$ cat src/verilog/pin_mux_pkg.sv
// Shared widths, pin-function codes, routing table and reset values for the pin mux
package pin_mux_pkg;

  // Pins per port and flat pin index base of each port
  localparam int unsigned PORT_A_PINS = 8;
  localparam int unsigned PORT_B_PINS = 8;
  localparam int unsigned PORT_C_PINS = 6;
  localparam int unsigned PORT_D_PINS = 4;
  localparam int unsigned PORT_A_BASE = 0;
  localparam int unsigned PORT_B_BASE = PORT_A_BASE + PORT_A_PINS;
  localparam int unsigned PORT_C_BASE = PORT_B_BASE + PORT_B_PINS;
  localparam int unsigned PORT_D_BASE = PORT_C_BASE + PORT_C_PINS;
  localparam int unsigned NUM_PINS    = PORT_D_BASE + PORT_D_PINS;
  localparam int unsigned PIN_IDX_W   = 5;
  localparam int unsigned SEL_W       = 2;
  localparam int unsigned SLOTS       = 4;
  localparam int unsigned FN_W        = 6;
  localparam int unsigned NUM_FUNCS   = 41;

  // Peripheral function codes
  localparam logic [FN_W-1:0] FN_PWM_OUT_0            = 6'h00;
  localparam logic [FN_W-1:0] FN_PWM_OUT_1            = 6'h01;
  localparam logic [FN_W-1:0] FN_PWM_OUT_2            = 6'h02;
  localparam logic [FN_W-1:0] FN_PWM_OUT_3            = 6'h03;
  localparam logic [FN_W-1:0] FN_PWM_OUT_4            = 6'h04;
  localparam logic [FN_W-1:0] FN_PWM_OUT_5            = 6'h05;
  localparam logic [FN_W-1:0] FN_TIMER_CH_0           = 6'h06;
  localparam logic [FN_W-1:0] FN_TIMER_CH_1           = 6'h07;
  localparam logic [FN_W-1:0] FN_TIMER_CH_2           = 6'h08;
  localparam logic [FN_W-1:0] FN_TIMER_CH_3           = 6'h09;
  localparam logic [FN_W-1:0] FN_FAULT_IN_0           = 6'h0A;
  localparam logic [FN_W-1:0] FN_FAULT_IN_1           = 6'h0B;
  localparam logic [FN_W-1:0] FN_FAULT_IN_2           = 6'h0C;
  localparam logic [FN_W-1:0] FN_FAULT_IN_3           = 6'h0D;
  localparam logic [FN_W-1:0] FN_RESET_IN             = 6'h0E;
  localparam logic [FN_W-1:0] FN_SPI_CLOCK            = 6'h0F;
  localparam logic [FN_W-1:0] FN_SPI_SLAVE_SEL        = 6'h10;
  localparam logic [FN_W-1:0] FN_SPI_MISO             = 6'h11;
  localparam logic [FN_W-1:0] FN_SPI_MOSI             = 6'h12;
  localparam logic [FN_W-1:0] FN_I2C_SCL              = 6'h13;
  localparam logic [FN_W-1:0] FN_I2C_SDA              = 6'h14;
  localparam logic [FN_W-1:0] FN_PWM_RELOAD_SRC_0     = 6'h15;
  localparam logic [FN_W-1:0] FN_PWM_RELOAD_SRC_1     = 6'h16;
  localparam logic [FN_W-1:0] FN_PWM_RELOAD_SRC_2     = 6'h17;
  localparam logic [FN_W-1:0] FN_CLOCK_OUTPUT         = 6'h18;
  localparam logic [FN_W-1:0] FN_EXTERNAL_CLOCK_INPUT = 6'h19;
  localparam logic [FN_W-1:0] FN_SERIAL_RECEIVE_DATA_0  = 6'h1A;
  localparam logic [FN_W-1:0] FN_SERIAL_TRANSMIT_DATA_0 = 6'h1B;
  localparam logic [FN_W-1:0] FN_ANALOG_INPUT_A0      = 6'h1C;
  localparam logic [FN_W-1:0] FN_ANALOG_INPUT_A1      = 6'h1D;
  localparam logic [FN_W-1:0] FN_ANALOG_INPUT_A2      = 6'h1E;
  localparam logic [FN_W-1:0] FN_CONVERTER_A_HIGH_REF = 6'h1F;
  localparam logic [FN_W-1:0] FN_ANALOG_INPUT_B0      = 6'h20;
  localparam logic [FN_W-1:0] FN_COMPARATOR_B_INPUT_3 = 6'h21;
  localparam logic [FN_W-1:0] FN_ANALOG_INPUT_B1      = 6'h22;
  localparam logic [FN_W-1:0] FN_ANALOG_INPUT_B2      = 6'h23;
  localparam logic [FN_W-1:0] FN_CONVERTER_B_HIGH_REF = 6'h24;
  localparam logic [FN_W-1:0] FN_JTAG_TDI             = 6'h25;
  localparam logic [FN_W-1:0] FN_JTAG_TDO             = 6'h26;
  localparam logic [FN_W-1:0] FN_JTAG_TCK             = 6'h27;
  localparam logic [FN_W-1:0] FN_JTAG_TMS             = 6'h28;
  localparam logic [FN_W-1:0] FN_NONE                 = 6'h3F;

  // Idle level seen by a peripheral input that no pin feeds
  localparam logic [NUM_FUNCS-1:0] FN_IDLE =
    (41'h1 << FN_RESET_IN) | (41'h1 << FN_SPI_SLAVE_SEL) | (41'h1 << FN_I2C_SCL) |
    (41'h1 << FN_I2C_SDA) | (41'h1 << FN_SERIAL_RECEIVE_DATA_0) | (41'h1 << FN_JTAG_TMS);

  // Pin function per select code; unused codes leave the pin unrouted
  localparam logic [FN_W-1:0] PIN_FUNC [NUM_PINS][SLOTS] = '{
    '{FN_PWM_OUT_0, FN_NONE, FN_NONE, FN_NONE},
    '{FN_PWM_OUT_1, FN_NONE, FN_NONE, FN_NONE},
    '{FN_PWM_OUT_2, FN_NONE, FN_NONE, FN_NONE},
    '{FN_PWM_OUT_3, FN_NONE, FN_NONE, FN_NONE},
    '{FN_PWM_OUT_4, FN_TIMER_CH_2, FN_FAULT_IN_1, FN_NONE},
    '{FN_PWM_OUT_5, FN_TIMER_CH_3, FN_FAULT_IN_2, FN_NONE},
    '{FN_FAULT_IN_0, FN_TIMER_CH_0, FN_NONE, FN_NONE},
    '{FN_RESET_IN, FN_NONE, FN_NONE, FN_NONE},
    '{FN_SPI_CLOCK, FN_I2C_SCL, FN_NONE, FN_NONE},
    '{FN_SPI_SLAVE_SEL, FN_I2C_SDA, FN_NONE, FN_NONE},
    '{FN_SPI_MISO, FN_TIMER_CH_2, FN_PWM_RELOAD_SRC_0, FN_NONE},
    '{FN_SPI_MOSI, FN_TIMER_CH_3, FN_PWM_RELOAD_SRC_1, FN_NONE},
    '{FN_TIMER_CH_0, FN_CLOCK_OUTPUT, FN_PWM_RELOAD_SRC_2, FN_NONE},
    '{FN_TIMER_CH_1, FN_FAULT_IN_3, FN_EXTERNAL_CLOCK_INPUT, FN_NONE},
    '{FN_SERIAL_RECEIVE_DATA_0, FN_I2C_SDA, FN_EXTERNAL_CLOCK_INPUT, FN_NONE},
    '{FN_SERIAL_TRANSMIT_DATA_0, FN_I2C_SCL, FN_NONE, FN_NONE},
    '{FN_ANALOG_INPUT_A0, FN_NONE, FN_NONE, FN_NONE},
    '{FN_ANALOG_INPUT_A1, FN_NONE, FN_NONE, FN_NONE},
    '{FN_ANALOG_INPUT_A2, FN_CONVERTER_A_HIGH_REF, FN_NONE, FN_NONE},
    '{FN_ANALOG_INPUT_B0, FN_COMPARATOR_B_INPUT_3, FN_NONE, FN_NONE},
    '{FN_ANALOG_INPUT_B1, FN_NONE, FN_NONE, FN_NONE},
    '{FN_ANALOG_INPUT_B2, FN_CONVERTER_B_HIGH_REF, FN_NONE, FN_NONE},
    '{FN_JTAG_TDI, FN_NONE, FN_NONE, FN_NONE},
    '{FN_JTAG_TDO, FN_NONE, FN_NONE, FN_NONE},
    '{FN_JTAG_TCK, FN_NONE, FN_NONE, FN_NONE},
    '{FN_JTAG_TMS, FN_NONE, FN_NONE, FN_NONE}
  };

  // Reset mode: port A pin 7 and all of port D start on their peripheral
  localparam logic [NUM_PINS-1:0] MODE_RST = 26'h3C00080;
  localparam logic [SEL_W-1:0]    SEL_RST  = 2'h0;

endpackage : pin_mux_pkg

$ cat src/verilog/pin_cfg_reg.sv
// Per-pin mode bits and the peripheral select register
module pin_cfg_reg #(
  parameter int unsigned DEPTH = pin_mux_pkg::NUM_PINS
) (
  input  wire logic                                 clock_i,
  input  wire logic                                 srst_i,
  input  wire logic                                 ce_i,
  input  wire logic                                 wr_i,
  input  wire logic [pin_mux_pkg::PIN_IDX_W-1:0]    wr_pin_i,
  input  wire logic                                 wr_periph_i,
  input  wire logic [pin_mux_pkg::SEL_W-1:0]        wr_sel_i,
  output logic      [DEPTH-1:0]                     mode_o,
  output logic      [pin_mux_pkg::SEL_W*DEPTH-1:0]  sel_o
);

  logic [DEPTH-1:0]                    hit;
  logic [DEPTH-1:0]                    mode_d;
  logic [DEPTH-1:0]                    mode_q;
  logic [pin_mux_pkg::SEL_W*DEPTH-1:0] sel_d;
  logic [pin_mux_pkg::SEL_W*DEPTH-1:0] sel_q;

  // Entry decode and update; an index past the last pin writes nothing
  for (genvar i = 0; i < DEPTH; i++) begin : g_entry
    assign hit[i] = wr_i && (wr_pin_i == pin_mux_pkg::PIN_IDX_W'(i));
    assign mode_d[i] = hit[i] ? wr_periph_i : mode_q[i];
    assign sel_d[pin_mux_pkg::SEL_W*i +: pin_mux_pkg::SEL_W] =
      hit[i] ? wr_sel_i : sel_q[pin_mux_pkg::SEL_W*i +: pin_mux_pkg::SEL_W];
  end

  // Reset wins over a low clock enable
  always_ff @(posedge clock_i) begin
    if (srst_i) begin
      mode_q <= pin_mux_pkg::MODE_RST;
      sel_q  <= {DEPTH{pin_mux_pkg::SEL_RST}};
    end else if (ce_i) begin
      mode_q <= mode_d;
      sel_q  <= sel_d;
    end
  end

  assign mode_o = mode_q;
  assign sel_o  = sel_q;

endmodule : pin_cfg_reg

$ cat src/verilog/pad_cell.sv
// Output level and enable flops for one package pin
module pad_cell (
  input  wire logic clock_i,
  input  wire logic srst_i,
  input  wire logic ce_i,
  input  wire logic periph_mode_i,
  input  wire logic routed_i,
  input  wire logic gpio_do_i,
  input  wire logic gpio_dir_i,
  input  wire logic periph_do_i,
  input  wire logic periph_oe_i,
  output logic      pad_do_o,
  output logic      pad_oe_n_o
);

  logic pad_do_d;
  logic pad_do_q;
  logic pad_oe_n_d;
  logic pad_oe_n_q;

  // Port bits own the pin in port mode; peripheral enables are not looked at
  always_comb begin
    if (!periph_mode_i) begin
      pad_do_d   = gpio_do_i;
      pad_oe_n_d = !gpio_dir_i;
    end else if (routed_i) begin
      pad_do_d   = periph_do_i;
      pad_oe_n_d = !periph_oe_i;
    end else begin
      pad_do_d   = 1'b0;
      pad_oe_n_d = 1'b1;
    end
  end

  // Pin floats during reset so nothing fights the board
  always_ff @(posedge clock_i) begin
    if (srst_i) begin
      pad_do_q   <= 1'b0;
      pad_oe_n_q <= 1'b1;
    end else if (ce_i) begin
      pad_do_q   <= pad_do_d;
      pad_oe_n_q <= pad_oe_n_d;
    end
  end

  assign pad_do_o   = pad_do_q;
  assign pad_oe_n_o = pad_oe_n_q;

endmodule : pad_cell

$ cat src/verilog/gpio_port_pin_mux.sv
// Pin multiplexer between port bits and peripheral signals for ports A to D
//
// Contract
// - Four ports: A and B have eight pins, C six, D four.
// - A5 resets to port use; peripheral choices pwm 5, timer 3, fault 2.
// - A6 resets to port use; peripheral choices fault 0 or timer 0.
// - Port A carries pwm, timer, fault; A7 resets as reset input.
// - B0 resets to port use; peripheral choices spi clock or i2c clock.
// - B2 resets to port use; choices spi miso, timer 2, reload source 0.
// - B3 resets to port use; choices spi mosi, timer 3, reload source 1.
// - B4 resets to port use; choices timer 0, clock output, reload source 2.
// - B5 resets to port use; choices timer 1, fault 3, external clock.
// - External clock reaches the clock generator only when its enable is set.
// - B6 resets to port use; choices serial receive, i2c data, external clock.
// - B7 resets to port use; choices serial transmit or i2c clock.
// - C2 resets to port use; choices analog A2 or converter A reference.
// - C4 resets to port use; choices analog B0 or comparator B input 3.
// - C6 resets to port use; choices analog B2 or converter B reference.
// - Port D pins reset to the four JTAG signals.
module gpio_port_pin_mux (
  input  wire logic                                    clock_i,
  input  wire logic                                    srst_i,
  input  wire logic                                    ce_i,
  input  wire logic                                    cfg_wr_i,
  input  wire logic [pin_mux_pkg::PIN_IDX_W-1:0]       cfg_pin_i,
  input  wire logic                                    cfg_periph_i,
  input  wire logic [pin_mux_pkg::SEL_W-1:0]           cfg_sel_i,
  input  wire logic                                    pll_ext_clk_en_i,
  input  wire logic [pin_mux_pkg::NUM_PINS-1:0]        gpio_do_i,
  input  wire logic [pin_mux_pkg::NUM_PINS-1:0]        gpio_dir_i,
  input  wire logic [pin_mux_pkg::NUM_FUNCS-1:0]       periph_do_i,
  input  wire logic [pin_mux_pkg::NUM_FUNCS-1:0]       periph_oe_i,
  input  wire logic [pin_mux_pkg::NUM_PINS-1:0]        pad_in_i,
  output logic      [pin_mux_pkg::NUM_PINS-1:0]        pad_do_o,
  output logic      [pin_mux_pkg::NUM_PINS-1:0]        pad_oe_n_o,
  output logic      [pin_mux_pkg::NUM_PINS-1:0]        gpio_di_o,
  output logic      [pin_mux_pkg::NUM_FUNCS-1:0]       periph_di_o,
  output logic      [pin_mux_pkg::NUM_PINS-1:0]        periph_mode_o,
  output logic      [2*pin_mux_pkg::NUM_PINS-1:0]      peripheral_select_reg_o
);

  logic [pin_mux_pkg::NUM_PINS-1:0]  mode;
  logic [2*pin_mux_pkg::NUM_PINS-1:0] sel;
  logic [pin_mux_pkg::FN_W-1:0]      pin_fn [pin_mux_pkg::NUM_PINS];
  logic [pin_mux_pkg::NUM_PINS-1:0]  routed;
  logic [pin_mux_pkg::NUM_PINS-1:0]  pin_pdo;
  logic [pin_mux_pkg::NUM_PINS-1:0]  pin_poe;
  logic [pin_mux_pkg::NUM_FUNCS-1:0] periph_di_d;
  logic [pin_mux_pkg::NUM_FUNCS-1:0] periph_di_q;
  logic [pin_mux_pkg::NUM_PINS-1:0]  gpio_di_d;
  logic [pin_mux_pkg::NUM_PINS-1:0]  gpio_di_q;

  // Mode bits and select codes; reset defaults live in the package
  pin_cfg_reg #(
    .DEPTH       (pin_mux_pkg::NUM_PINS)
  ) u_cfg (
    .clock_i     (clock_i),
    .srst_i      (srst_i),
    .ce_i        (ce_i),
    .wr_i        (cfg_wr_i),
    .wr_pin_i    (cfg_pin_i),
    .wr_periph_i (cfg_periph_i),
    .wr_sel_i    (cfg_sel_i),
    .mode_o      (mode),
    .sel_o       (sel)
  );

  // Per-pin function lookup and output cell across all four ports
  for (genvar p = 0; p < pin_mux_pkg::NUM_PINS; p++) begin : g_pin
    assign pin_fn[p] = pin_mux_pkg::PIN_FUNC[p][sel[2*p +: 2]];
    // A spare select code leaves the pin unrouted rather than guessing a function
    assign routed[p] = mode[p] && (pin_fn[p] < pin_mux_pkg::NUM_FUNCS);
    assign pin_pdo[p] = routed[p] ? periph_do_i[pin_fn[p]] : 1'b0;
    assign pin_poe[p] = routed[p] ? periph_oe_i[pin_fn[p]] : 1'b0;

    pad_cell u_pad (
      .clock_i       (clock_i),
      .srst_i        (srst_i),
      .ce_i          (ce_i),
      .periph_mode_i (mode[p]),
      .routed_i      (routed[p]),
      .gpio_do_i     (gpio_do_i[p]),
      .gpio_dir_i    (gpio_dir_i[p]),
      .periph_do_i   (pin_pdo[p]),
      .periph_oe_i   (pin_poe[p]),
      .pad_do_o      (pad_do_o[p]),
      .pad_oe_n_o    (pad_oe_n_o[p])
    );
  end

  // Peripheral input routing; the lowest pin wins when two feed one input
  always_comb begin
    periph_di_d = pin_mux_pkg::FN_IDLE;
    for (int p = pin_mux_pkg::NUM_PINS - 1; p >= 0; p--) begin
      if (routed[p]) begin
        periph_di_d[pin_fn[p]] = pad_in_i[p];
      end
    end
    // Pin choice alone never clocks the device
    if (!pll_ext_clk_en_i) begin
      periph_di_d[pin_mux_pkg::FN_EXTERNAL_CLOCK_INPUT] =
        pin_mux_pkg::FN_IDLE[pin_mux_pkg::FN_EXTERNAL_CLOCK_INPUT];
    end
    gpio_di_d = pad_in_i;
  end

  // Input sample flops; reset shows idle levels so no peripheral sees a glitch
  always_ff @(posedge clock_i) begin
    if (srst_i) begin
      periph_di_q <= pin_mux_pkg::FN_IDLE;
      gpio_di_q   <= '0;
    end else if (ce_i) begin
      periph_di_q <= periph_di_d;
      gpio_di_q   <= gpio_di_d;
    end
  end

  assign periph_di_o             = periph_di_q;
  assign gpio_di_o               = gpio_di_q;
  assign periph_mode_o           = mode;
  assign peripheral_select_reg_o = sel;

  // Reset defaults
  a_rst_jtag_dflt: assert property (@(posedge clock_i) disable iff (srst_i)
    $past(srst_i) |-> (periph_mode_o[25:22] == 4'hF) && (pad_oe_n_o[25:22] == 4'hF))
    else $error("port D not on jtag after reset");

  a_rst_reset_pin: assert property (@(posedge clock_i) disable iff (srst_i)
    $past(srst_i) |-> periph_mode_o[7] && periph_di_o[pin_mux_pkg::FN_RESET_IN])
    else $error("reset pin not on reset function after reset");

  a_rst_gpio_dflt: assert property (@(posedge clock_i) disable iff (srst_i)
    $past(srst_i) |-> ((periph_mode_o & ~pin_mux_pkg::MODE_RST) == '0)
                      && (peripheral_select_reg_o == '0))
    else $error("port pins not in port mode after reset");

  // Port mode path and hold with clock enable low
  a_gpio_oe_ignore: assert property (@(posedge clock_i) disable iff (srst_i)
    $past(ce_i && !srst_i) |->
      (((pad_oe_n_o ^ ~$past(gpio_dir_i)) & ~$past(periph_mode_o)) == '0))
    else $error("port mode enable not from direction bit");

  a_gpio_data_path: assert property (@(posedge clock_i) disable iff (srst_i)
    $past(ce_i && !srst_i) |->
      (((pad_do_o ^ $past(gpio_do_i)) & ~$past(periph_mode_o)) == '0))
    else $error("port mode level not from data bit");

  a_freeze_hold: assert property (@(posedge clock_i) disable iff (srst_i)
    !ce_i ##1 !srst_i |-> $stable(pad_do_o) && $stable(pad_oe_n_o) && $stable(periph_di_o))
    else $error("state moved with clock enable low");

  // External clock gate
  a_extclk_gate: assert property (@(posedge clock_i) disable iff (srst_i)
    $past(ce_i && !srst_i) && !$past(pll_ext_clk_en_i) |->
      periph_di_o[pin_mux_pkg::FN_EXTERNAL_CLOCK_INPUT] ==
      pin_mux_pkg::FN_IDLE[pin_mux_pkg::FN_EXTERNAL_CLOCK_INPUT])
    else $error("external clock passed while disabled");

  // Idle level on unfed inputs and float on an unrouted pin
  a_fault_in_1_idle: assert property (@(posedge clock_i) disable iff (srst_i)
    $past(ce_i && !srst_i) && !($past(periph_mode_o[4]) && $past(sel[9:8]) == 2'h2) |->
      periph_di_o[pin_mux_pkg::FN_FAULT_IN_1] == pin_mux_pkg::FN_IDLE[pin_mux_pkg::FN_FAULT_IN_1])
    else $error("unrouted fault input not idle");

  a_unrouted_float: assert property (@(posedge clock_i) disable iff (srst_i)
    $past(ce_i && !srst_i) && $past(periph_mode_o[8]) && $past(sel[17:16]) == 2'h3 |->
      pad_oe_n_o[8] && !pad_do_o[8])
    else $error("unrouted pin is driven");

  // Input routes
  a_a4_fault_route: assert property (@(posedge clock_i) disable iff (srst_i)
    $past(ce_i && !srst_i) && $past(periph_mode_o[4]) && $past(sel[9:8]) == 2'h2 |->
      periph_di_o[pin_mux_pkg::FN_FAULT_IN_1] == $past(pad_in_i[4]))
    else $error("A4 fault route wrong");

  a_a5_fault_route: assert property (@(posedge clock_i) disable iff (srst_i)
    $past(ce_i && !srst_i) && $past(periph_mode_o[5]) && $past(sel[11:10]) == 2'h2 |->
      periph_di_o[pin_mux_pkg::FN_FAULT_IN_2] == $past(pad_in_i[5]))
    else $error("A5 fault route wrong");

  a_a6_timer_route: assert property (@(posedge clock_i) disable iff (srst_i)
    $past(ce_i && !srst_i) && $past(periph_mode_o[6]) && $past(sel[13:12]) == 2'h1 |->
      periph_di_o[pin_mux_pkg::FN_TIMER_CH_0] == $past(pad_in_i[6]))
    else $error("A6 timer route wrong");

  a_b5_fault_route: assert property (@(posedge clock_i) disable iff (srst_i)
    $past(ce_i && !srst_i) && $past(periph_mode_o[13]) && $past(sel[27:26]) == 2'h1 |->
      periph_di_o[pin_mux_pkg::FN_FAULT_IN_3] == $past(pad_in_i[13]))
    else $error("B5 fault route wrong");

  a_b6_rx_route: assert property (@(posedge clock_i) disable iff (srst_i)
    $past(ce_i && !srst_i) && $past(periph_mode_o[14]) && $past(sel[29:28]) == 2'h0 |->
      periph_di_o[pin_mux_pkg::FN_SERIAL_RECEIVE_DATA_0] == $past(pad_in_i[14]))
    else $error("B6 receive route wrong");

  a_c2_vref_route: assert property (@(posedge clock_i) disable iff (srst_i)
    $past(ce_i && !srst_i) && $past(periph_mode_o[18]) && $past(sel[37:36]) == 2'h1 |->
      periph_di_o[pin_mux_pkg::FN_CONVERTER_A_HIGH_REF] == $past(pad_in_i[18]))
    else $error("C2 reference route wrong");

  a_c4_cmp_route: assert property (@(posedge clock_i) disable iff (srst_i)
    $past(ce_i && !srst_i) && $past(periph_mode_o[19]) && $past(sel[39:38]) == 2'h1 |->
      periph_di_o[pin_mux_pkg::FN_COMPARATOR_B_INPUT_3] == $past(pad_in_i[19]))
    else $error("C4 comparator route wrong");

  a_c6_vref_route: assert property (@(posedge clock_i) disable iff (srst_i)
    $past(ce_i && !srst_i) && $past(periph_mode_o[21]) && $past(sel[43:42]) == 2'h1 |->
      periph_di_o[pin_mux_pkg::FN_CONVERTER_B_HIGH_REF] == $past(pad_in_i[21]))
    else $error("C6 reference route wrong");

  // Output routes
  a_b0_scl_drive: assert property (@(posedge clock_i) disable iff (srst_i)
    $past(ce_i && !srst_i) && $past(periph_mode_o[8]) && $past(sel[17:16]) == 2'h1 |->
      pad_oe_n_o[8] == !$past(periph_oe_i[pin_mux_pkg::FN_I2C_SCL]))
    else $error("B0 i2c clock enable wrong");

  a_b2_reload_drive: assert property (@(posedge clock_i) disable iff (srst_i)
    $past(ce_i && !srst_i) && $past(periph_mode_o[10]) && $past(sel[21:20]) == 2'h2 |->
      pad_do_o[10] == $past(periph_do_i[pin_mux_pkg::FN_PWM_RELOAD_SRC_0]))
    else $error("B2 reload level wrong");

  a_b3_mosi_drive: assert property (@(posedge clock_i) disable iff (srst_i)
    $past(ce_i && !srst_i) && $past(periph_mode_o[11]) && $past(sel[23:22]) == 2'h0 |->
      pad_do_o[11] == $past(periph_do_i[pin_mux_pkg::FN_SPI_MOSI]))
    else $error("B3 mosi level wrong");

  a_b4_clkout_drive: assert property (@(posedge clock_i) disable iff (srst_i)
    $past(ce_i && !srst_i) && $past(periph_mode_o[12]) && $past(sel[25:24]) == 2'h1 |->
      pad_do_o[12] == $past(periph_do_i[pin_mux_pkg::FN_CLOCK_OUTPUT]))
    else $error("B4 clock output level wrong");

  a_b7_tx_drive: assert property (@(posedge clock_i) disable iff (srst_i)
    $past(ce_i && !srst_i) && $past(periph_mode_o[15]) && $past(sel[31:30]) == 2'h0 |->
      (pad_do_o[15] == $past(periph_do_i[pin_mux_pkg::FN_SERIAL_TRANSMIT_DATA_0]))
      && (pad_oe_n_o[15] == !$past(periph_oe_i[pin_mux_pkg::FN_SERIAL_TRANSMIT_DATA_0])))
    else $error("B7 transmit drive wrong");

  // Further input routes
  a_a4_timer_route: assert property (
    @(posedge clock_i) disable iff (srst_i)
    $past(ce_i && !srst_i && periph_mode_o[4]
      && sel[9:8] == 2'h1) |->
    periph_di_o[pin_mux_pkg::FN_TIMER_CH_2] == $past(pad_in_i[4]))
    else $error("A4 timer route wrong");

  a_a6_fault_route: assert property (
    @(posedge clock_i) disable iff (srst_i)
    $past(ce_i && !srst_i && periph_mode_o[6]
      && sel[13:12] == 2'h0) |->
    periph_di_o[pin_mux_pkg::FN_FAULT_IN_0] == $past(pad_in_i[6]))
    else $error("A6 fault route wrong");

  a_a7_reset_route: assert property (
    @(posedge clock_i) disable iff (srst_i)
    $past(ce_i && !srst_i && periph_mode_o[7]
      && sel[15:14] == 2'h0) |->
    periph_di_o[pin_mux_pkg::FN_RESET_IN] == $past(pad_in_i[7]))
    else $error("A7 reset route wrong");

  a_b0_sclk_route: assert property (
    @(posedge clock_i) disable iff (srst_i)
    $past(ce_i && !srst_i && periph_mode_o[8]
      && sel[17:16] == 2'h0) |->
    periph_di_o[pin_mux_pkg::FN_SPI_CLOCK] == $past(pad_in_i[8]))
    else $error("B0 spi clock route wrong");

  a_b5_extclk_route: assert property (
    @(posedge clock_i) disable iff (srst_i)
    $past(ce_i && !srst_i && pll_ext_clk_en_i
      && periph_mode_o[13] && sel[27:26] == 2'h2) |->
    periph_di_o[pin_mux_pkg::FN_EXTERNAL_CLOCK_INPUT] == $past(pad_in_i[13]))
    else $error("B5 external clock route wrong");

  a_c2_analog_route: assert property (
    @(posedge clock_i) disable iff (srst_i)
    $past(ce_i && !srst_i && periph_mode_o[18]
      && sel[37:36] == 2'h0) |->
    periph_di_o[pin_mux_pkg::FN_ANALOG_INPUT_A2] == $past(pad_in_i[18]))
    else $error("C2 analog route wrong");

  a_d3_tms_route: assert property (
    @(posedge clock_i) disable iff (srst_i)
    $past(ce_i && !srst_i && periph_mode_o[25]
      && sel[51:50] == 2'h0) |->
    periph_di_o[pin_mux_pkg::FN_JTAG_TMS] == $past(pad_in_i[25]))
    else $error("D3 tms route wrong");

  // Drive and port input paths
  a_a5_pwm_drive: assert property (
    @(posedge clock_i) disable iff (srst_i)
    $past(ce_i && !srst_i && periph_mode_o[5]
      && sel[11:10] == 2'h0) |->
    pad_do_o[5] == $past(periph_do_i[pin_mux_pkg::FN_PWM_OUT_5]))
    else $error("A5 pwm level wrong");

  a_gpio_di_path: assert property (
    @(posedge clock_i) disable iff (srst_i)
    $past(ce_i && !srst_i) |->
      gpio_di_o == $past(pad_in_i))
    else $error("port input not sampled");

endmodule : gpio_port_pin_mux

$ cat config.mk
export PLATFORM = sky130hd
export DESIGN_NAME = gpio_port_pin_mux
export DESIGN_NICKNAME = d
export VERILOG_FILES = /design/src/verilog/pin_mux_pkg.sv /design/src/verilog/pin_cfg_reg.sv /design/src/verilog/pad_cell.sv /design/src/verilog/gpio_port_pin_mux.sv
export SDC_FILE = /design/constraint.sdc
export NUM_CORES = 1
export LEC_CHECK = 0
export BUFFER_PORTS_ARGS = -buffer_cell sky130_fd_sc_hd__buf_2
export CORE_MARGIN = 1.5
export CORE_UTILIZATION = 51
export CTS_CLUSTER_DIAMETER = 50
export DETAILED_ROUTE_END_ITERATION = 8
export HOLD_SLACK_MARGIN = 0.12
export PLACE_DENSITY = 0.8
export REMOVE_ABC_BUFFERS = 1
export SYNTH_ARGS = -nofsm -noshare
export SYNTH_HDL_FRONTEND = slang
export SYNTH_SLANG_ARGS = --single-unit
$ cat constraint.sdc
create_clock -name clock_i -period 2.5 [get_ports clock_i]
set_clock_uncertainty 0.05 [all_clocks]
set_input_delay 0.5 -clock clock_i [delete_from_list [all_inputs] [get_ports clock_i]]
set_output_delay 0.5 -clock clock_i [all_outputs]
set_load 0.05 [all_outputs]
==> reports/qor.yml, run 1 <==
cells_and_area:
  fin_cells: 1661
  layout_commonest_cell: "buf_2"
  drive_above_1_share: 0.342
  area_delta_synth_final_pct: 20.5
  final_cell_mix: "367 x buf_2, 197 x dfxtp_1, 164 x nor2_1, 125 x mux2i_1, 45 x nor3_1"
  fin_nets: 1569
clocking:
  ctsResizeCount: 0
  path_clk_slew_ns: 0.08
  root_buffer: "clkbuf_16"
  postCtsHoldBufs: 0
  cts-htree-levels: 4
  post_cts_buffers: 0
  cts.sinks: 197
  insertion_delay_ns: 0.43
  cts_tree: "built"
  clk_path_buf_depth: 2
  cts_buffers: 17
detailed_routing:
  ant_nets: 0
  route.vias.total: 9604
  wl_per_cell_um: 20.2
  first_pass_iters: 6
  wl_mm: 33.6
  drc: 0
  drt_iter0_drc: 613
  via_per_inst: 5.78
pwr:
  power_w: 0.00742
  seqPwrFrac: 0.444
  swShare: 0.295
  peakVddDrop_mv: 0.507
  power_density_mw_per_mm2: 591
  comb_power_share: 0.155
  p_leak_nw: 5.63
  clkPwrFrac: 0.400
  switchingPower_w: 0.00219
  internal_power_w: 0.00523
worst_hold_path:
  hold_path_class: "in -> reg"
yosys:
  ys_async_sr_fraction: 0
  yosysWarnings: 0
  synth_area_mm2: 0.0104
  ys_seq_area_frac: 0.378
  synth_cells: 1125
  ys_ff_latch: 197
  ys.flop_type: "dfxtp_1"
  synth.avg_cell_area_um2: 9.27
  synth-edff-count: 0
  synth_cell_type_count: 67
setup_path:
  cp_max_fo: 7
  worst_path_largest_cell_delay_ns: 0.51
  path_class: "reg -> reg"
  crit_required_ns: 2.79
  path_cells: "inv_1 -> ha_1 -> nand2b_1 -> nor2_1 -> or4b_1 -> a311oi_1"
  startpoint_type: "flip-flop"
  endpoint_kind: "flip-flop"
  arrival_ns: 2.66
  crit_slowest_cell: "or4b_1"
global_routing:
  grt_overflow: 0
  grt_max_degree: 87
  grt_pass1_vias: 9045
  gr-usage-all-layers: 0.308
  grt_pass1_wl_mm: 51.2
  antenna_found_initial: 4
placement:
  place_inst: 1625
  gp_congestion: 0.891
  hpwl_mm: 24.9
  pre_cts_ws_ns: 0.101
  io_buffers: 369
timing:
  final-hold-violation-count: 0
  timing.final.crit_period_ns: 2.37
  finalMaxSlewViolations: 0
  final.setup.worst_slack_ns: 0.127
  relSlewSlack: 0.530
  hold_ws_ns: 0.268
  rsz0062_at_grt: "false"
  min_period_over_period: 0.949
  fmax_mhz: 421
  setup_violations: 0
  tightestPinTransition_ns: 0.705
floorplan:
  die_area_mm2: 0.0213
  io_pins: 370
  start_util: 0.517
  coreArea_mm2: 0.0202
  placementRows: 52
  fp.dieW_um: 146
  die_h_um: 146
job:
  drv_cap: 0
outcome:
  status: "finished, final reports clean"
==> synthesized netlist by cell type, drive strengths merged, types with 2 or more instances <==
library cell,count,area [µm²]
mux4,20,465
nor2b,17,106
or3,2,12.5
nor3,48,255
a211oi,17,128
o22ai,6,37.5
a211o,32,280
buf,107,739
and3b,4,35.0
mux2i,125,1250
clkbuf,61,229
a311oi,10,87.6
o32ai,2,17.5
o21ai,9,45.0
a221oi,31,278
and4,2,17.5
and3,2,12.5
o22a,2,17.5
o211ai,11,82.6
and4b,2,20.0
nand4,4,25.0
or4,9,67.6
nand2b,16,108
o311ai,2,17.5
or4b,3,30.0
a22oi,3,22.5
a41oi,2,17.5
a21oi,27,135
nor4,5,52.6
nand4b,7,61.3
o221ai,2,17.5
nor4bb,2,20.0
nand3,12,65.1
or2,7,43.8
mux2,9,101
a31oi,10,62.6
dfxtp,197,3940
ha,22,275
inv,34,128
and2,2,12.5
nor3b,12,90.1
nand3b,21,161
nand2,31,116
nor2,164,616
==> power by group through the flow <==
stage          Sequential, W  Clock, W  Combinational, W
6_report             0.00330   0.00297           0.00115
2_1_floorplan        0.00374         0          0.000262
4_1_cts              0.00330   0.00301           0.00115
3_3_place_gp         0.00337         0           0.00114
3_5_place_dp         0.00337         0           0.00115
5_1_grt              0.00331   0.00313           0.00121
==> through the flow <==
stage                     utilization  TNS, ns  area, µm²
after floorplan                     -   -0.848       9460
after global placement          0.592        0      11900
after detailed placement        0.592        0      11900
after CTS                       0.623        0      12600
after global routing            0.623        0      12600
final                           0.623        0      12600
==> layer usage <==
layer	global-route usage	share of wire	vias to the layer above
met5	0	0	-
met2	0.510	0.48	433
met1	0.391	0.42	4623
li1	-	-	4478
met4	0.125	0.031	0
met3	0.0661	0.074	70
==> final cells by class <==
cell class,instances,area [µm²]
inverters,34,128
fillers,1782,7600
repair buffers,398,2140
flip-flops and latches,197,3940
well taps,270,338
diodes,4,10.0
multi-input cells,726,5390
clock inverters,14,188
clock buffers,18,439
==> registers in the layout, summed over array words and instances, names as in the netlist <==
signal and count:
g_pin.u_pad.pad_do_o 26, gpio_di_o 26, u_cfg.sel_o 52, periph_di_o 41
g_pin.u_pad.pad_oe_n_o 26, u_cfg.mode_o 26
==> worst max-delay path: cells and delay by family (launching register included) <==
kind                       cells  cell delay (ns)
and+or+nand+nor                3             0.88
DFF                            1             0.48
adders and majority gates      1             0.46
AOI/OAI and AO/OA              1             0.26
buffers and inverters          1             0.16
==> path summary, 6_finish.rpt <==
path	startpoint	endpoint	slack [ns]	cells past startpoint
min reg2reg	periph_di_o[34]$_SDFFE_PP0P_	periph_di_o[34]$_SDFFE_PP0P_	0.41	2
min	pad_in_i[20]	gpio_di_o[20]$_SDFFE_PP0P_	0.27	3
max	u_cfg.sel_o[26]$_SDFFE_PP0P_	periph_di_o[27]$_SDFFE_PP0P_	0.13	6
max reg2reg	u_cfg.sel_o[26]$_SDFFE_PP0P_	periph_di_o[27]$_SDFFE_PP0P_	0.13	6
==> cell families (layout without fill, tap and decap cells) <==
| kind of cell | after synthesis | in the layout | share of synthesized area |
|---|---|---|---|
| AND/OR/NAND/NOR | 373 | 373 | 0.186 |
| AO/OA/AOI/OAI | 177 | 177 | 0.130 |
| multiplexers | 154 | 154 | 0.174 |
| flip-flops | 197 | 197 | 0.378 |
| buffers and inverters | 202 | 464 | 0.105 |
| adder cells (fa/ha/maj) | 22 | 22 | 0.0264 |
| other | 0 | 4 | 0 |
No activity file was read; power rests on OpenSTA's default activity.
==> run 2: changes to the inputs <==
PLACE_DENSITY = 0.91   (was 0.8)
==> run 2 against run 1 <==
Net effect:
- worst setup slack better by 0.065 ns
- clock-buffer cell count is 4 higher
- non-clock buffer count is 2 higher
- sequential cell count stayed put
- critical path depth is 1 higher
- utilization is 0.087 points lower
- sequential share of layout area hardly changed
- global-route usage is 0.81 points higher
- critical path type unchanged
- critical endpoint is now g_pin[13].u_pad.pad_do_o$_SDFFE_PP0P_
- largest cell class unchanged
==> reports/qor.yml, run 2 (same netlist as run 1, synthesis figures left out) <==
outcome:
  status: "finished, final reports clean"
worst_hold_path:
  hold_path_class: "in -> reg"
global_routing:
  use_met1: 0.397
  gr-usage-all-layers: 0.316
  use_met2: 0.540
  grt_pass1_vias: 9301
  grtUsageMet3: 0.0655
  antenna_found_initial: 1
  grt_pass1_wl_mm: 52.7
  grt_max_degree: 78
  grt_overflow: 0
  busiest_layer: "met2"
cells_and_area:
  final_cell_mix: "367 x buf_2, 197 x dfxtp_1, 164 x nor2_1, 125 x mux2i_1, 45 x nor3_1"
  largest_reg_flops: 52
  fin_nets: 1571
  drive_above_1_share: 0.341
  post-route-util: 0.622
  area_delta_synth_final_pct: 20.4
  layout_commonest_cell: "buf_2"
  num-fill-cells: 1688
  fin_cells: 1659
detailed_routing:
  wl_mm: 34.1
  wl_per_cell_um: 20.5
  drt_iter0_drc: 601
  route.vias.total: 9677
  via_per_inst: 5.83
  ant_nets: 0
  first_pass_iters: 5
  drc: 0
timing:
  fmax_mhz: 433
  hold_ws_ns: 0.271
  timing.final.crit_period_ns: 2.31
  final-hold-violation-count: 0
  rsz0062_at_grt: "false"
  tightestPinTransition_ns: 0.710
  setup_violations: 0
  final.setup.tns_ns: 0
  finalMaxSlewViolations: 0
  min_period_over_period: 0.923
  relSlewSlack: 0.526
pwr:
  p_leak_nw: 5.64
  power_w: 0.00731
  seqPwrFrac: 0.452
  comb_power_share: 0.159
  switchingPower_w: 0.00212
  clkPwrFrac: 0.390
  swShare: 0.290
  internal_power_w: 0.00519
  power_density_mw_per_mm2: 582
  peakVddDrop_mv: 0.443
setup_path:
  cp_max_fo: 10
  startpoint_type: "flip-flop"
  crit_required_ns: 2.78
  arrival_ns: 2.59
  endpoint_kind: "flip-flop"
  path_class: "reg -> reg"
placement:
  gp_congestion: 0.951
  io_buffers: 369
  place_inst: 1627
  hpwl_mm: 25.8
clocking:
  path_clk_slew_ns: 0.07
  cts_buffers: 17
  post_cts_buffers: 0
  cts-htree-levels: 4
  clk_path_buf_depth: 2
  root_buffer: "clkbuf_16"
  ctsResizeCount: 0
  cts.sinks: 197
  cts_tree: "built"
  postCtsHoldBufs: 0
  insertion_delay_ns: 0.43
floorplan:
  fp.dieW_um: 146
  placementRows: 52
  io_pins: 370
  start_util: 0.517
  die_area_mm2: 0.0213
  coreArea_mm2: 0.0202
  die_h_um: 146
job:
  drv_cap: 0
==> run 2: cell types whose count changed in the layout (fill, tap and decap cells not counted), sizes merged <==
cell / change
clkbuf: +4
bufinv: -1
buf: +2
clkinvlp: -2
clkinv: +2
diode: -3
inv: -4
==> run 2: cell type report <==
class	instances	area, µm²	share of cell area
diodes	1	2.50	0.000199
multi-input cells	726	5390	0.429
repair buffers	400	2150	0.171
clock buffers	22	484	0.0386
inverters	34	128	0.0102
well taps	270	338	0.0269
flip-flops and latches	197	3940	0.314
clock inverters	9	118	0.00937
==> run 2: power groups by stage <==
stage / Sequential [W] / Combinational [W] / Clock (W)
2_1_floorplan: 0.00374 / 0.000262 / 0
3_3_place_gp: 0.00337 / 0.00114 / 0
3_5_place_dp: 0.00337 / 0.00115 / 0
4_1_cts: 0.00330 / 0.00115 / 0.00289
5_1_grt: 0.00331 / 0.00122 / 0.00301
6_report: 0.00330 / 0.00116 / 0.00285
==> run 2: metrics by stage <==
step                      setup slack (ns)  cell area [µm²]
after floorplan                     -0.226             9460
after global placement               0.342            11900
after detailed placement             0.254            11900
after CTS                            0.226            12500
after global routing                0.0815            12500
final                                0.192            12500
==> run 2: critical path, cell delays in order (launching register included) <==
cell and delay [ns]:
dfxtp_1 0.50, inv_1 0.17, ha_1 0.34, buf_4 0.18, mux4_2 0.22, mux2i_1 0.08, or4_1 0.41, a311oi_1 0.26
==> run 2: per-layer routing <==
layer / up-vias / wire length (µm)
met5: - / 0
li1: 4476 / -
met2: 502 / 16500
met3: 71 / 2720
met1: 4628 / 13800
met4: 0 / 984
==> run 2: worst paths after layout <==
kind	startpoint	end	slack, ns	cells past startpoint
worst max-delay path	u_cfg.sel_o[27]$_SDFFE_PP0P_	g_pin[13].u_pad.pad_do_o$_SDFFE_PP0P_	0.19	7
worst min-delay path	pad_in_i[7]	gpio_di_o[7]$_SDFFE_PP0P_	0.27	3
worst max register to register	u_cfg.sel_o[27]$_SDFFE_PP0P_	g_pin[13].u_pad.pad_do_o$_SDFFE_PP0P_	0.19	7
worst min register to register	g_pin[25].u_pad.pad_oe_n_o$_SDFFE_PP1P_	g_pin[25].u_pad.pad_oe_n_o$_SDFFE_PP1P_	0.41	1
